--- src/rtl/uhomc_pkg.sv ---
`default_nettype none
package uhomc_pkg;
    localparam int DW = 32;
    localparam int AW = 8;
    localparam int BE_W = DW / 8;
    localparam int CNT_W = 20;
    // Timing: the clock period and the documented times in nanoseconds.
    localparam int CLK_NS = 10;
    localparam int FRAME_NS = 1000000;
    localparam int IGNORE_NS = 3000000;
    localparam int FRAME_CYC = FRAME_NS / CLK_NS;
    localparam int IGNORE_CYC = IGNORE_NS / CLK_NS;
    // Register byte offsets.
    localparam logic [AW-1:0] OFS_VERSION = 8'h00;
    localparam logic [AW-1:0] OFS_MODE = 8'h04;
    localparam logic [AW-1:0] OFS_CTL_HEAD = 8'h20;
    localparam logic [AW-1:0] OFS_CTL_NOW = 8'h24;
    localparam logic [AW-1:0] OFS_BULK_HEAD = 8'h28;
    localparam logic [AW-1:0] OFS_BULK_NOW = 8'h2c;
    localparam logic [AW-1:0] OFS_CMD = 8'h60;
    localparam logic [AW-1:0] OFS_STAT = 8'h64;
    localparam int NPTR = 4;
    localparam logic [AW-1:0] PTR_OFS [NPTR] = '{8'h20, 8'h24, 8'h28, 8'h2c};
    // Field positions of the operating mode register.
    localparam int BIT_RWE = 10;
    localparam int BIT_RWC = 9;
    localparam int BIT_IR = 8;
    localparam int FS_LO = 6;
    localparam int BIT_BLE = 5;
    localparam int BIT_CLE = 4;
    localparam int VER_W = 8;
    // Command and status register fields.
    localparam int BIT_SOFT_RST = 0;
    localparam int STAT_SOF = 0;
    localparam int STAT_IGN = 1;
    localparam int STAT_CTL = 2;
    localparam int STAT_BULK = 3;
    localparam int STAT_RHRST = 4;
    localparam logic RWC_RST = 1'b0;
    localparam logic [DW-1:0] ZERO_WORD = 32'h0000_0000;
    localparam logic [1:0] FS_CODE_RESET = 2'h0;
    localparam logic [1:0] FS_CODE_RESUME = 2'h1;
    localparam logic [1:0] FS_CODE_OPER = 2'h2;
    localparam logic [1:0] FS_CODE_SUSP = 2'h3;

    typedef enum logic [3:0] {
        FS_RESET = 4'h1,
        FS_RESUME = 4'h2,
        FS_OPER = 4'h4,
        FS_SUSP = 4'h8
    } uhomc_fs_t;

    function automatic logic [1:0] fsCode(input uhomc_fs_t s);
        case (s)
            FS_RESUME: fsCode = FS_CODE_RESUME;
            FS_OPER: fsCode = FS_CODE_OPER;
            FS_SUSP: fsCode = FS_CODE_SUSP;
            default: fsCode = FS_CODE_RESET;
        endcase
    endfunction

    function automatic uhomc_fs_t fsState(input logic [1:0] c);
        case (c)
            FS_CODE_RESUME: fsState = FS_RESUME;
            FS_CODE_OPER: fsState = FS_OPER;
            FS_CODE_SUSP: fsState = FS_SUSP;
            default: fsState = FS_RESET;
        endcase
    endfunction

    function automatic logic [DW-1:0] byteMerge(input logic [DW-1:0] old,
                                                input logic [DW-1:0] wd,
                                                input logic [BE_W-1:0] be);
        byteMerge = old;
        for (int i = 0; i < BE_W; i++) begin
            if (be[i]) begin
                byteMerge[i*8 +: 8] = wd[i*8 +: 8];
            end
        end
    endfunction
endpackage
`default_nettype wire

--- src/rtl/uhomc_frm_if.sv ---
`timescale 1ns/1ns
`default_nettype none
interface uhomc_frm_if;
    logic runFrames;
    logic loadIgnore;
    logic frameTick;
    logic ignoreBusy;
    modport timer (input runFrames, input loadIgnore, output frameTick, output ignoreBusy);
    modport ctl (output runFrames, output loadIgnore, input frameTick, input ignoreBusy);
endinterface
`default_nettype wire

--- src/rtl/uhomc_sync2.sv ---
`timescale 1ns/1ns
`default_nettype none
module uhomc_sync2 (
    input wire logic sys_clk,
    input wire logic rst,
    input wire logic asyncIn,
    output logic syncOut
);
    logic meta_q;
    logic sync_q;

    always_ff @(posedge sys_clk or posedge rst) begin
        if (rst) begin
            meta_q <= 1'b0;
            sync_q <= 1'b0;
        end else begin
            meta_q <= asyncIn;
            sync_q <= meta_q;
        end
    end

    assign syncOut = sync_q;
endmodule
`default_nettype wire

--- src/rtl/uhomc_frame_timer.sv ---
`timescale 1ns/1ns
`default_nettype none
module uhomc_frame_timer
    import uhomc_pkg::*;
#(
    parameter int unsigned FRAME_CYCLES = uhomc_pkg::FRAME_CYC,
    parameter int unsigned IGNORE_CYCLES = uhomc_pkg::IGNORE_CYC
) (
    input wire logic sys_clk,
    input wire logic rst,
    uhomc_frm_if.timer frm
);
    localparam logic [CNT_W-1:0] FRAME_LAST = CNT_W'(FRAME_CYCLES - 1);
    localparam logic [CNT_W-1:0] IGN_LOAD = CNT_W'(IGNORE_CYCLES);
    localparam logic [CNT_W-1:0] CNT_ZERO = 20'h00000;
    localparam logic [CNT_W-1:0] CNT_ONE = 20'h00001;

    logic [CNT_W-1:0] frameCnt_q;
    logic [CNT_W-1:0] ignCnt_q;

    // The frame counter restarts whenever frames stop, so the first tick
    // comes one whole frame after running begins.
    always_ff @(posedge sys_clk or posedge rst) begin
        if (rst) begin
            frameCnt_q <= CNT_ZERO;
        end else if (!frm.runFrames || frm.frameTick) begin
            frameCnt_q <= CNT_ZERO;
        end else begin
            frameCnt_q <= frameCnt_q + CNT_ONE;
        end
    end

    always_ff @(posedge sys_clk or posedge rst) begin
        if (rst) begin
            ignCnt_q <= CNT_ZERO;
        end else if (frm.loadIgnore) begin
            ignCnt_q <= IGN_LOAD;
        end else if (frm.ignoreBusy) begin
            ignCnt_q <= ignCnt_q - CNT_ONE;
        end
    end

    assign frm.frameTick = frm.runFrames && (frameCnt_q == FRAME_LAST);
    assign frm.ignoreBusy = (ignCnt_q != CNT_ZERO);
endmodule
`default_nettype wire

--- src/rtl/uhomc_top.sv ---
`timescale 1ns/1ns
`default_nettype none
module uhomc_top #(
    parameter int unsigned FRAME_CYCLES = uhomc_pkg::FRAME_CYC,
    parameter int unsigned IGNORE_CYCLES = uhomc_pkg::IGNORE_CYC,
    // Revision value is arbitrary.
    parameter logic [uhomc_pkg::VER_W-1:0] VERSION_NUM = 8'h5a
) (
    input wire logic sys_clk,
    input wire logic rst,
    input wire logic [uhomc_pkg::AW-1:0] avs_address,
    input wire logic avs_read,
    input wire logic avs_write,
    input wire logic [uhomc_pkg::DW-1:0] avs_writedata,
    input wire logic [uhomc_pkg::BE_W-1:0] avs_byteenable,
    output logic [uhomc_pkg::DW-1:0] avs_readdata,
    output logic avs_waitrequest,
    input wire logic resumeDetect,
    input wire logic irqIn,
    output logic sofPulse,
    output logic rootHubRst,
    output logic usbResetDrive,
    output logic ctlListRun,
    output logic bulkListRun,
    output logic ignoreUpstream,
    output logic l2Irq
);
    import uhomc_pkg::*;

    localparam logic [CNT_W-1:0] CNT_ZERO = 20'h00000;
    localparam logic [CNT_W-1:0] CNT_ONE = 20'h00001;
    localparam logic [CNT_W-1:0] CNT_MAX = 20'hfffff;
    localparam logic [CNT_W-1:0] FRAME_MARK = CNT_W'(FRAME_CYCLES);

    ////////////////////////////////////////////////////////////////////////
    // Declarations.

    logic waitReq_q;
    logic [DW-1:0] readData_q;
    uhomc_fs_t fs_q;
    uhomc_fs_t fsD;
    logic rwe_q;
    logic rwc_q;
    logic ir_q;
    logic ble_q;
    logic cle_q;
    logic [DW-1:0] listPtr_q [NPTR];
    logic sofPulse_q;
    logic sofOn_q;
    logic rootRst_q;
    logic usbRstDrv_q;
    logic ctlRun_q;
    logic bulkRun_q;
    logic ignoreUp_q;
    logic l2Irq_q;
    logic resumeSync;
    logic [NPTR-1:0] hitPtr;
    logic [DW-1:0] ptrRd [NPTR];
    logic [DW-1:0] ptrOr;

    uhomc_frm_if frm ();

    ////////////////////////////////////////////////////////////////////////
    // Helper blocks.

    uhomc_sync2 u_resumeSync (
        .sys_clk(sys_clk),
        .rst(rst),
        .asyncIn(resumeDetect),
        .syncOut(resumeSync)
    );

    uhomc_frame_timer #(
        .FRAME_CYCLES(FRAME_CYCLES),
        .IGNORE_CYCLES(IGNORE_CYCLES)
    ) u_timer (
        .sys_clk(sys_clk),
        .rst(rst),
        .frm(frm.timer)
    );

    ////////////////////////////////////////////////////////////////////////
    // Bus decode and read selection.

    wire isReq = avs_read || avs_write;
    wire wrFire = avs_write && !waitReq_q;
    wire rdLatch = avs_read && waitReq_q;
    wire hitVer = (avs_address == OFS_VERSION);
    wire hitMode = (avs_address == OFS_MODE);
    wire hitCmd = (avs_address == OFS_CMD);
    wire hitStat = (avs_address == OFS_STAT);
    wire isOper = (fs_q == FS_OPER);

    genvar gi;
    generate
        for (gi = 0; gi < NPTR; gi++) begin : g_ptr
            assign hitPtr[gi] = (avs_address == PTR_OFS[gi]);
            assign ptrRd[gi] = hitPtr[gi] ? listPtr_q[gi] : ZERO_WORD;
        end
    endgenerate

    always_comb begin
        ptrOr = ZERO_WORD;
        for (int i = 0; i < NPTR; i++) begin
            ptrOr = ptrOr | ptrRd[i];
        end
    end

    logic [DW-1:0] modeWord;
    logic [DW-1:0] statWord;
    always_comb begin
        modeWord = ZERO_WORD;
        modeWord[BIT_RWE] = rwe_q;
        modeWord[BIT_RWC] = rwc_q;
        modeWord[BIT_IR] = ir_q;
        modeWord[FS_LO +: 2] = fsCode(fs_q);
        modeWord[BIT_BLE] = ble_q;
        modeWord[BIT_CLE] = cle_q;
        statWord = ZERO_WORD;
        statWord[STAT_SOF] = sofOn_q;
        statWord[STAT_IGN] = ignoreUp_q;
        statWord[STAT_CTL] = ctlRun_q;
        statWord[STAT_BULK] = bulkRun_q;
        statWord[STAT_RHRST] = rootRst_q;
    end

    wire [DW-1:0] verWord = {{(DW - VER_W){1'b0}}, VERSION_NUM};
    wire [DW-1:0] rdMux = hitVer ? verWord :
                          hitMode ? modeWord :
                          hitStat ? statWord :
                          ptrOr;
    wire [DW-1:0] newMode = byteMerge(modeWord, avs_writedata, avs_byteenable);
    wire [1:0] wrCode = newMode[FS_LO +: 2];
    wire wrMode = wrFire && hitMode;
    wire softRst = wrFire && hitCmd && avs_byteenable[BIT_SOFT_RST / 8] &&
                   avs_writedata[BIT_SOFT_RST];

    ////////////////////////////////////////////////////////////////////////
    // Bus handshake: one wait cycle, read data latched before it ends.

    always_ff @(posedge sys_clk or posedge rst) begin
        if (rst) begin
            waitReq_q <= 1'b1;
        end else begin
            waitReq_q <= !(isReq && waitReq_q);
        end
    end

    always_ff @(posedge sys_clk or posedge rst) begin
        if (rst) begin
            readData_q <= ZERO_WORD;
        end else if (rdLatch) begin
            readData_q <= rdMux;
        end
    end

    ////////////////////////////////////////////////////////////////////////
    // Functional state. Software reset beats a wake, a wake beats a write.

    wire resumeSeen = (fs_q == FS_SUSP) && resumeSync && rwe_q;
    assign fsD = softRst ? FS_SUSP :
                 resumeSeen ? FS_RESUME :
                 wrMode ? fsState(newMode[FS_LO +: 2]) :
                 fs_q;
    wire enterOper = (fsD == FS_OPER) && !isOper;

    always_ff @(posedge sys_clk or posedge rst) begin
        if (rst) begin
            fs_q <= FS_RESET;
        end else begin
            fs_q <= fsD;
        end
    end

    always_ff @(posedge sys_clk or posedge rst) begin
        if (rst) begin
            rwe_q <= 1'b0;
            rwc_q <= RWC_RST;
            ir_q <= 1'b0;
            ble_q <= 1'b0;
            cle_q <= 1'b0;
        end else if (softRst) begin
            rwe_q <= 1'b0;
            ir_q <= 1'b0;
            ble_q <= 1'b0;
            cle_q <= 1'b0;
        end else if (wrMode) begin
            rwe_q <= newMode[BIT_RWE];
            rwc_q <= newMode[BIT_RWC];
            ir_q <= newMode[BIT_IR];
            ble_q <= newMode[BIT_BLE];
            cle_q <= newMode[BIT_CLE];
        end
    end

    // List pointers are used as loaded; software keeps them valid.
    always_ff @(posedge sys_clk or posedge rst) begin
        if (rst) begin
            for (int i = 0; i < NPTR; i++) begin
                listPtr_q[i] <= ZERO_WORD;
            end
        end else begin
            for (int i = 0; i < NPTR; i++) begin
                if (wrFire && hitPtr[i]) begin
                    listPtr_q[i] <= byteMerge(listPtr_q[i], avs_writedata,
                                              avs_byteenable);
                end
            end
        end
    end

    ////////////////////////////////////////////////////////////////////////
    // Frame timing and list processing.

    assign frm.runFrames = isOper;
    assign frm.loadIgnore = enterOper && (fs_q == FS_RESUME);

    always_ff @(posedge sys_clk or posedge rst) begin
        if (rst) begin
            sofPulse_q <= 1'b0;
            sofOn_q <= 1'b0;
            ctlRun_q <= 1'b0;
            bulkRun_q <= 1'b0;
        end else begin
            sofPulse_q <= frm.frameTick && isOper;
            sofOn_q <= isOper && (sofOn_q || frm.frameTick);
            ctlRun_q <= isOper && (frm.frameTick ? cle_q : ctlRun_q);
            bulkRun_q <= isOper && (frm.frameTick ? ble_q : bulkRun_q);
        end
    end

    always_ff @(posedge sys_clk or posedge rst) begin
        if (rst) begin
            rootRst_q <= 1'b1;
            usbRstDrv_q <= 1'b1;
            ignoreUp_q <= 1'b0;
            l2Irq_q <= 1'b0;
        end else begin
            rootRst_q <= (fs_q == FS_RESET);
            usbRstDrv_q <= (fs_q == FS_RESET);
            ignoreUp_q <= frm.ignoreBusy;
            l2Irq_q <= irqIn && !ir_q;
        end
    end

    ////////////////////////////////////////////////////////////////////////
    // Outputs.

    assign avs_readdata = readData_q;
    assign avs_waitrequest = waitReq_q;
    assign sofPulse = sofPulse_q;
    assign rootHubRst = rootRst_q;
    assign usbResetDrive = usbRstDrv_q;
    assign ctlListRun = ctlRun_q;
    assign bulkListRun = bulkRun_q;
    assign ignoreUpstream = ignoreUp_q;
    assign l2Irq = l2Irq_q;

    ////////////////////////////////////////////////////////////////////////
    // Checks.

    logic [CNT_W-1:0] operCnt_q;
    always_ff @(posedge sys_clk or posedge rst) begin
        if (rst) begin
            operCnt_q <= CNT_ZERO;
        end else if (!isOper) begin
            operCnt_q <= CNT_ZERO;
        end else if (operCnt_q != CNT_MAX) begin
            operCnt_q <= operCnt_q + CNT_ONE;
        end
    end
endmodule
`default_nettype wire

--- config.mk ---
export PLATFORM = sky130hd
export DESIGN_NAME = uhomc_top
export DESIGN_NICKNAME = d
export VERILOG_FILES = /design/src/rtl/uhomc_pkg.sv /design/src/rtl/uhomc_frm_if.sv /design/src/rtl/uhomc_sync2.sv /design/src/rtl/uhomc_frame_timer.sv /design/src/rtl/uhomc_top.sv
export SDC_FILE = /design/constraint.sdc
export NUM_CORES = 1
export LEC_CHECK = 0
export ABC_AREA = 1
export BUFFER_PORTS_ARGS = -buffer_cell sky130_fd_sc_hd__buf_2
export CAP_MARGIN = 15
export CORE_MARGIN = 3
export CORE_UTILIZATION = 67
export CTS_BUF_LIST = sky130_fd_sc_hd__clkbuf_4 sky130_fd_sc_hd__clkbuf_8
export CTS_CLUSTER_DIAMETER = 50
export CTS_CLUSTER_SIZE = 20
export DETAILED_ROUTE_END_ITERATION = 6
export GPL_ROUTABILITY_DRIVEN = 0
export PLACE_DENSITY_LB_ADDON = 0.08
export SLEW_MARGIN = 20
export SYNTH_ARGS = -nofsm -noshare
export SYNTH_HDL_FRONTEND = slang
export SYNTH_HIERARCHICAL = 1
export SYNTH_SLANG_ARGS = --single-unit
--- constraint.sdc ---
create_clock -name sys_clk -period 18.45 [get_ports sys_clk]
set_clock_uncertainty 0.05 [all_clocks]
set_input_delay 3.69 -clock sys_clk [delete_from_list [all_inputs] [get_ports sys_clk]]
set_output_delay 3.69 -clock sys_clk [all_outputs]
set_load 0.02 [all_outputs]
==> impl_metrics.tcl <==
set metrics [dict create \
    synth_fp_nets 1327 \
    clock_path_buffers 3 \
    crit_chain "buf_2 > nor2_1 > nand3_1 > nor2_4 > nand2_1 > nand2_1 > nand2_1 > nor2_1 > nand2_1 > nor2_1 > clkinv_1 > nand4_2 > clkinv_2 > nor2_1" \
    cp_num_buf_inv 3 \
    htreeDepth 1 \
    post_cts_buffers 0 \
    switching_power_uw 246 \
    start_util_pct 70.0 \
    routed.top_layer "met5" \
    yosysWarnings 6 \
    drt-initial-drc-count 766 \
    finalCritPeriodShare_pct 32.0 \
    relSlewSlack_pct 35.4 \
    dp_hpwl_um 16300 \
    multiInputGateArea_um2 4270 \
    yosysUniqueCellTypes 39 \
    cts_root_buffer "clkbuf_8" \
    critPathMaxStageDelay_ps 500 \
    die_height_um 131 \
    hold_viol_final 0 \
    switching_share_pct 27.4 \
    tightest_slew_ps 964 \
    min-delay-start "u_resumeSync/meta_q$_DFF_PP0_" \
    crit_path_max_fanout 18 \
    irDropWorstVdd_v 0.0000804 \
    status "complete, no violations" \
    rsz0062_at_grt "no" \
    syn_avg_cell_area_um2 8.17 \
    syn_area_um2 10400 \
    vias_per_cell 5.69 \
    wl_met2_um 11300 \
    cts_tree "yes" \
    p_seq_share_pct 56.3 \
    cp-start-kind "input pin" \
    p_comb_share_pct 8.2 \
    setup_tns_ps 0 \
    register_area_um2 5480 \
    layout_commonest_cell "nand2_1" \
    die-area_um2 17100 \
    hp-class "register to register" \
    grt_pass1_wl_um 40400 \
    setup_viol 0 \
    crit_family "simple AND/OR/NAND/NOR gates" \
    p_int_uw 651 \
    ys_async_sr_fraction_pct 100 \
    nNetsFinal 1403 \
    path_class "input pin to register" \
    ys_ff_latch 219 \
    clk_latency_ps 540 \
    r2r_cells 14 \
    ys_seq_area_share_pct 52.7 \
    cap_violations 0 \
    crit_required_ps 18870 \
    final_antenna_net_count 0 \
    grt_pass1_vias 8487 \
    antenna_found_initial 3 \
    io_pins 90 \
    wl_per_cell_um 15.7 \
    layout_common_cells "391 x nand2_1, 216 x dfrtp_1, 108 x inv_1, 108 x nand3_1, 101 x nor2_1" \
    yosys_most_used_dff "dfrtp_1" \
    synth-edff-count 0 \
    numCtsBuffers 20 \
    hold_slack_ps 309 \
    cts_hold_buf 0 \
    powerDensity_nw_per_um2 78.9 \
    min_to "u_resumeSync/syncOut$_DFF_PP0_" \
    routed-wl-met3_um 1880 \
    cts_resized 0 \
    first_pass_iters 5 \
    drv_slew 0 \
    path_clk_slew_ps 90 \
    wl_met1_um 10500 \
    syn-instance-count 1274 \
    overflow 0 \
    min_period_ps 5910 \
    p_leak_nw 5.58 \
    grt_usage_pct 29.4 \
    drt-total-wl_um 24300 \
    cts_sinks 219 \
    fillers 1142 \
    cp.arrival_ps 6340 \
    dp_slack_ps 12040 \
    reg2reg_from "avs_waitrequest$_DFF_PP1_" \
    grt_start_max_net_pins 103 \
    drc 0 \
    max_freq_mhz 169 \
    antenna_cells 0 \
    clkPwrFrac_pct 35.5 \
    critical_path.slowest_cell "clkinv_1" \
    portBuffers 89 \
    vias 8801 \
    fin_ws_ps 12540 \
    drive_gt1_share_pct 16.3 \
    crit_path_end_kind "register" \
    rrSetupSlack_ps 15330 \
    hold_path_depth 0 \
    core_area_um2 14900 \
    die_w_um 131 \
    syn2layout_area_growth_pct 9.30 \
    std_cell_rows 44 \
    rr_endpoint "u_timer/ignCnt_q[19]$_DFFE_PP0P_" \
]
-- cells in the mapped netlist (5+ instances only) --
cell type / number / area (um2)
nor3_1: 12 / 60.1
buf_2: 22 / 110
xor2_1: 9 / 78.8
nand2_2: 17 / 106
nand2_1: 391 / 1470
buf_6: 5 / 56.3
o21ai_0: 85 / 425
o21ai_2: 32 / 280
nor2_2: 12 / 75.1
inv_2: 6 / 22.5
nand4_1: 22 / 138
nor2_1: 103 / 387
o21ai_1: 48 / 240
a21oi_1: 24 / 120
clkbuf_1: 10 / 37.5
dfrtp_1: 216 / 5410
nor2_4: 7 / 78.8
inv_1: 109 / 409
nand3_1: 108 / 541
-- area by class of cell --
cell class / instances / area share (%)
flip-flops and latches: 219 / 48.2
multi-input cells: 897 / 37.5
repair buffers: 94 / 4.25
inverters: 118 / 3.95
clock buffers: 24 / 2.74
well taps: 184 / 2.02
clock inverters: 12 / 1.28
-- logic make-up (layout without fill, tap and decap cells) --
kind of cell	Yosys count	count (layout)	share of synthesized area [%]
AND/OR/NAND/NOR	685	685	28.8
flip-flops	219	219	52.7
adder cells (fa/ha/maj)	3	3	0.361
buffers and inverters	158	248	6.41
XOR/XNOR	9	9	0.758
AO/OA/AOI/OAI	200	200	11.0
-- worst register-to-register path, cell delays in order (launching register included) --
cell and delay (ps):
dfstp_2 560, inv_1 40, nand2_1 360, inv_1 130, nand2_1 200, nor2_1 80, nand2_1 60, nand2_1 50
inv_1 60, nand2_1 50, nor2_1 220, clkinv_1 500, nand4_2 380, clkinv_2 170, nor2_1 140
-- stage by stage --
stage / cells / instance area [um2] / total power [mW] / utilization (%)
finish: 1548 / 11400 / 0.897 / 76.5
floorplan: 1274 / 10400 / 0.563 / -
detailed placement: 1512 / 10900 / 0.588 / 73.4
global route: 1548 / 11400 / 0.934 / 76.5
global placement: 1512 / 10900 / 0.586 / 73.4
CTS: 1548 / 11400 / 0.903 / 76.5
-- flip-flops by register name, summed over array words and instances, names as in the netlist --
name / flops
avs_readdata: 32
avs_waitrequest: 1
ble_q: 1
bulkListRun: 1
cle_q: 1
ctlListRun: 1
fs_q: 4
ignoreUpstream: 1
ir_q: 1
l2Irq: 1
listPtr_q: 128
rwc_q: 1
rwe_q: 1
sofOn_q: 1
sofPulse: 1
u_resumeSync/meta_q: 1
u_resumeSync/syncOut: 1
u_timer/frameCnt_q: 20
u_timer/ignCnt_q: 20
usbResetDrive: 1
-- worst max-delay path by stage --
stage | from | cells past startpoint | slack [ps] | endpoint
2_1_floorplan | rst | 1 | 9910 | avs_readdata[0]$_DFFE_PP0P_
3_3_place_gp | avs_address[1] | 14 | 12150 | u_timer/ignCnt_q[11]$_DFFE_PP0P_
3_5_place_dp | avs_address[7] | 14 | 12040 | u_timer/ignCnt_q[19]$_DFFE_PP0P_
4_1_cts | avs_address[7] | 14 | 12610 | u_timer/ignCnt_q[19]$_DFFE_PP0P_
5_1_grt | avs_address[7] | 14 | 12220 | u_timer/ignCnt_q[14]$_DFFE_PP0P_
6_report | avs_address[7] | 14 | 12540 | u_timer/ignCnt_q[19]$_DFFE_PP0P_
-- power groups by stage --
stage,Clock (mW),Sequential (mW),Combinational (mW)
2_1_floorplan,0,0.514,0.0488
3_3_place_gp,0,0.514,0.0722
3_5_place_dp,0,0.514,0.0737
4_1_cts,0.324,0.505,0.0739
5_1_grt,0.344,0.507,0.0830
6_report,0.318,0.506,0.0736
-- per-layer routing --
layer | track usage [%] | vias to the layer above
met5 | 0 | -
met2 | 47.5 | 310
li1 | - | 4266
met3 | 5.57 | 61
met1 | 40.9 | 4158
met4 | 9.01 | 6
Note: power is estimated with default switching activity, not from simulation.
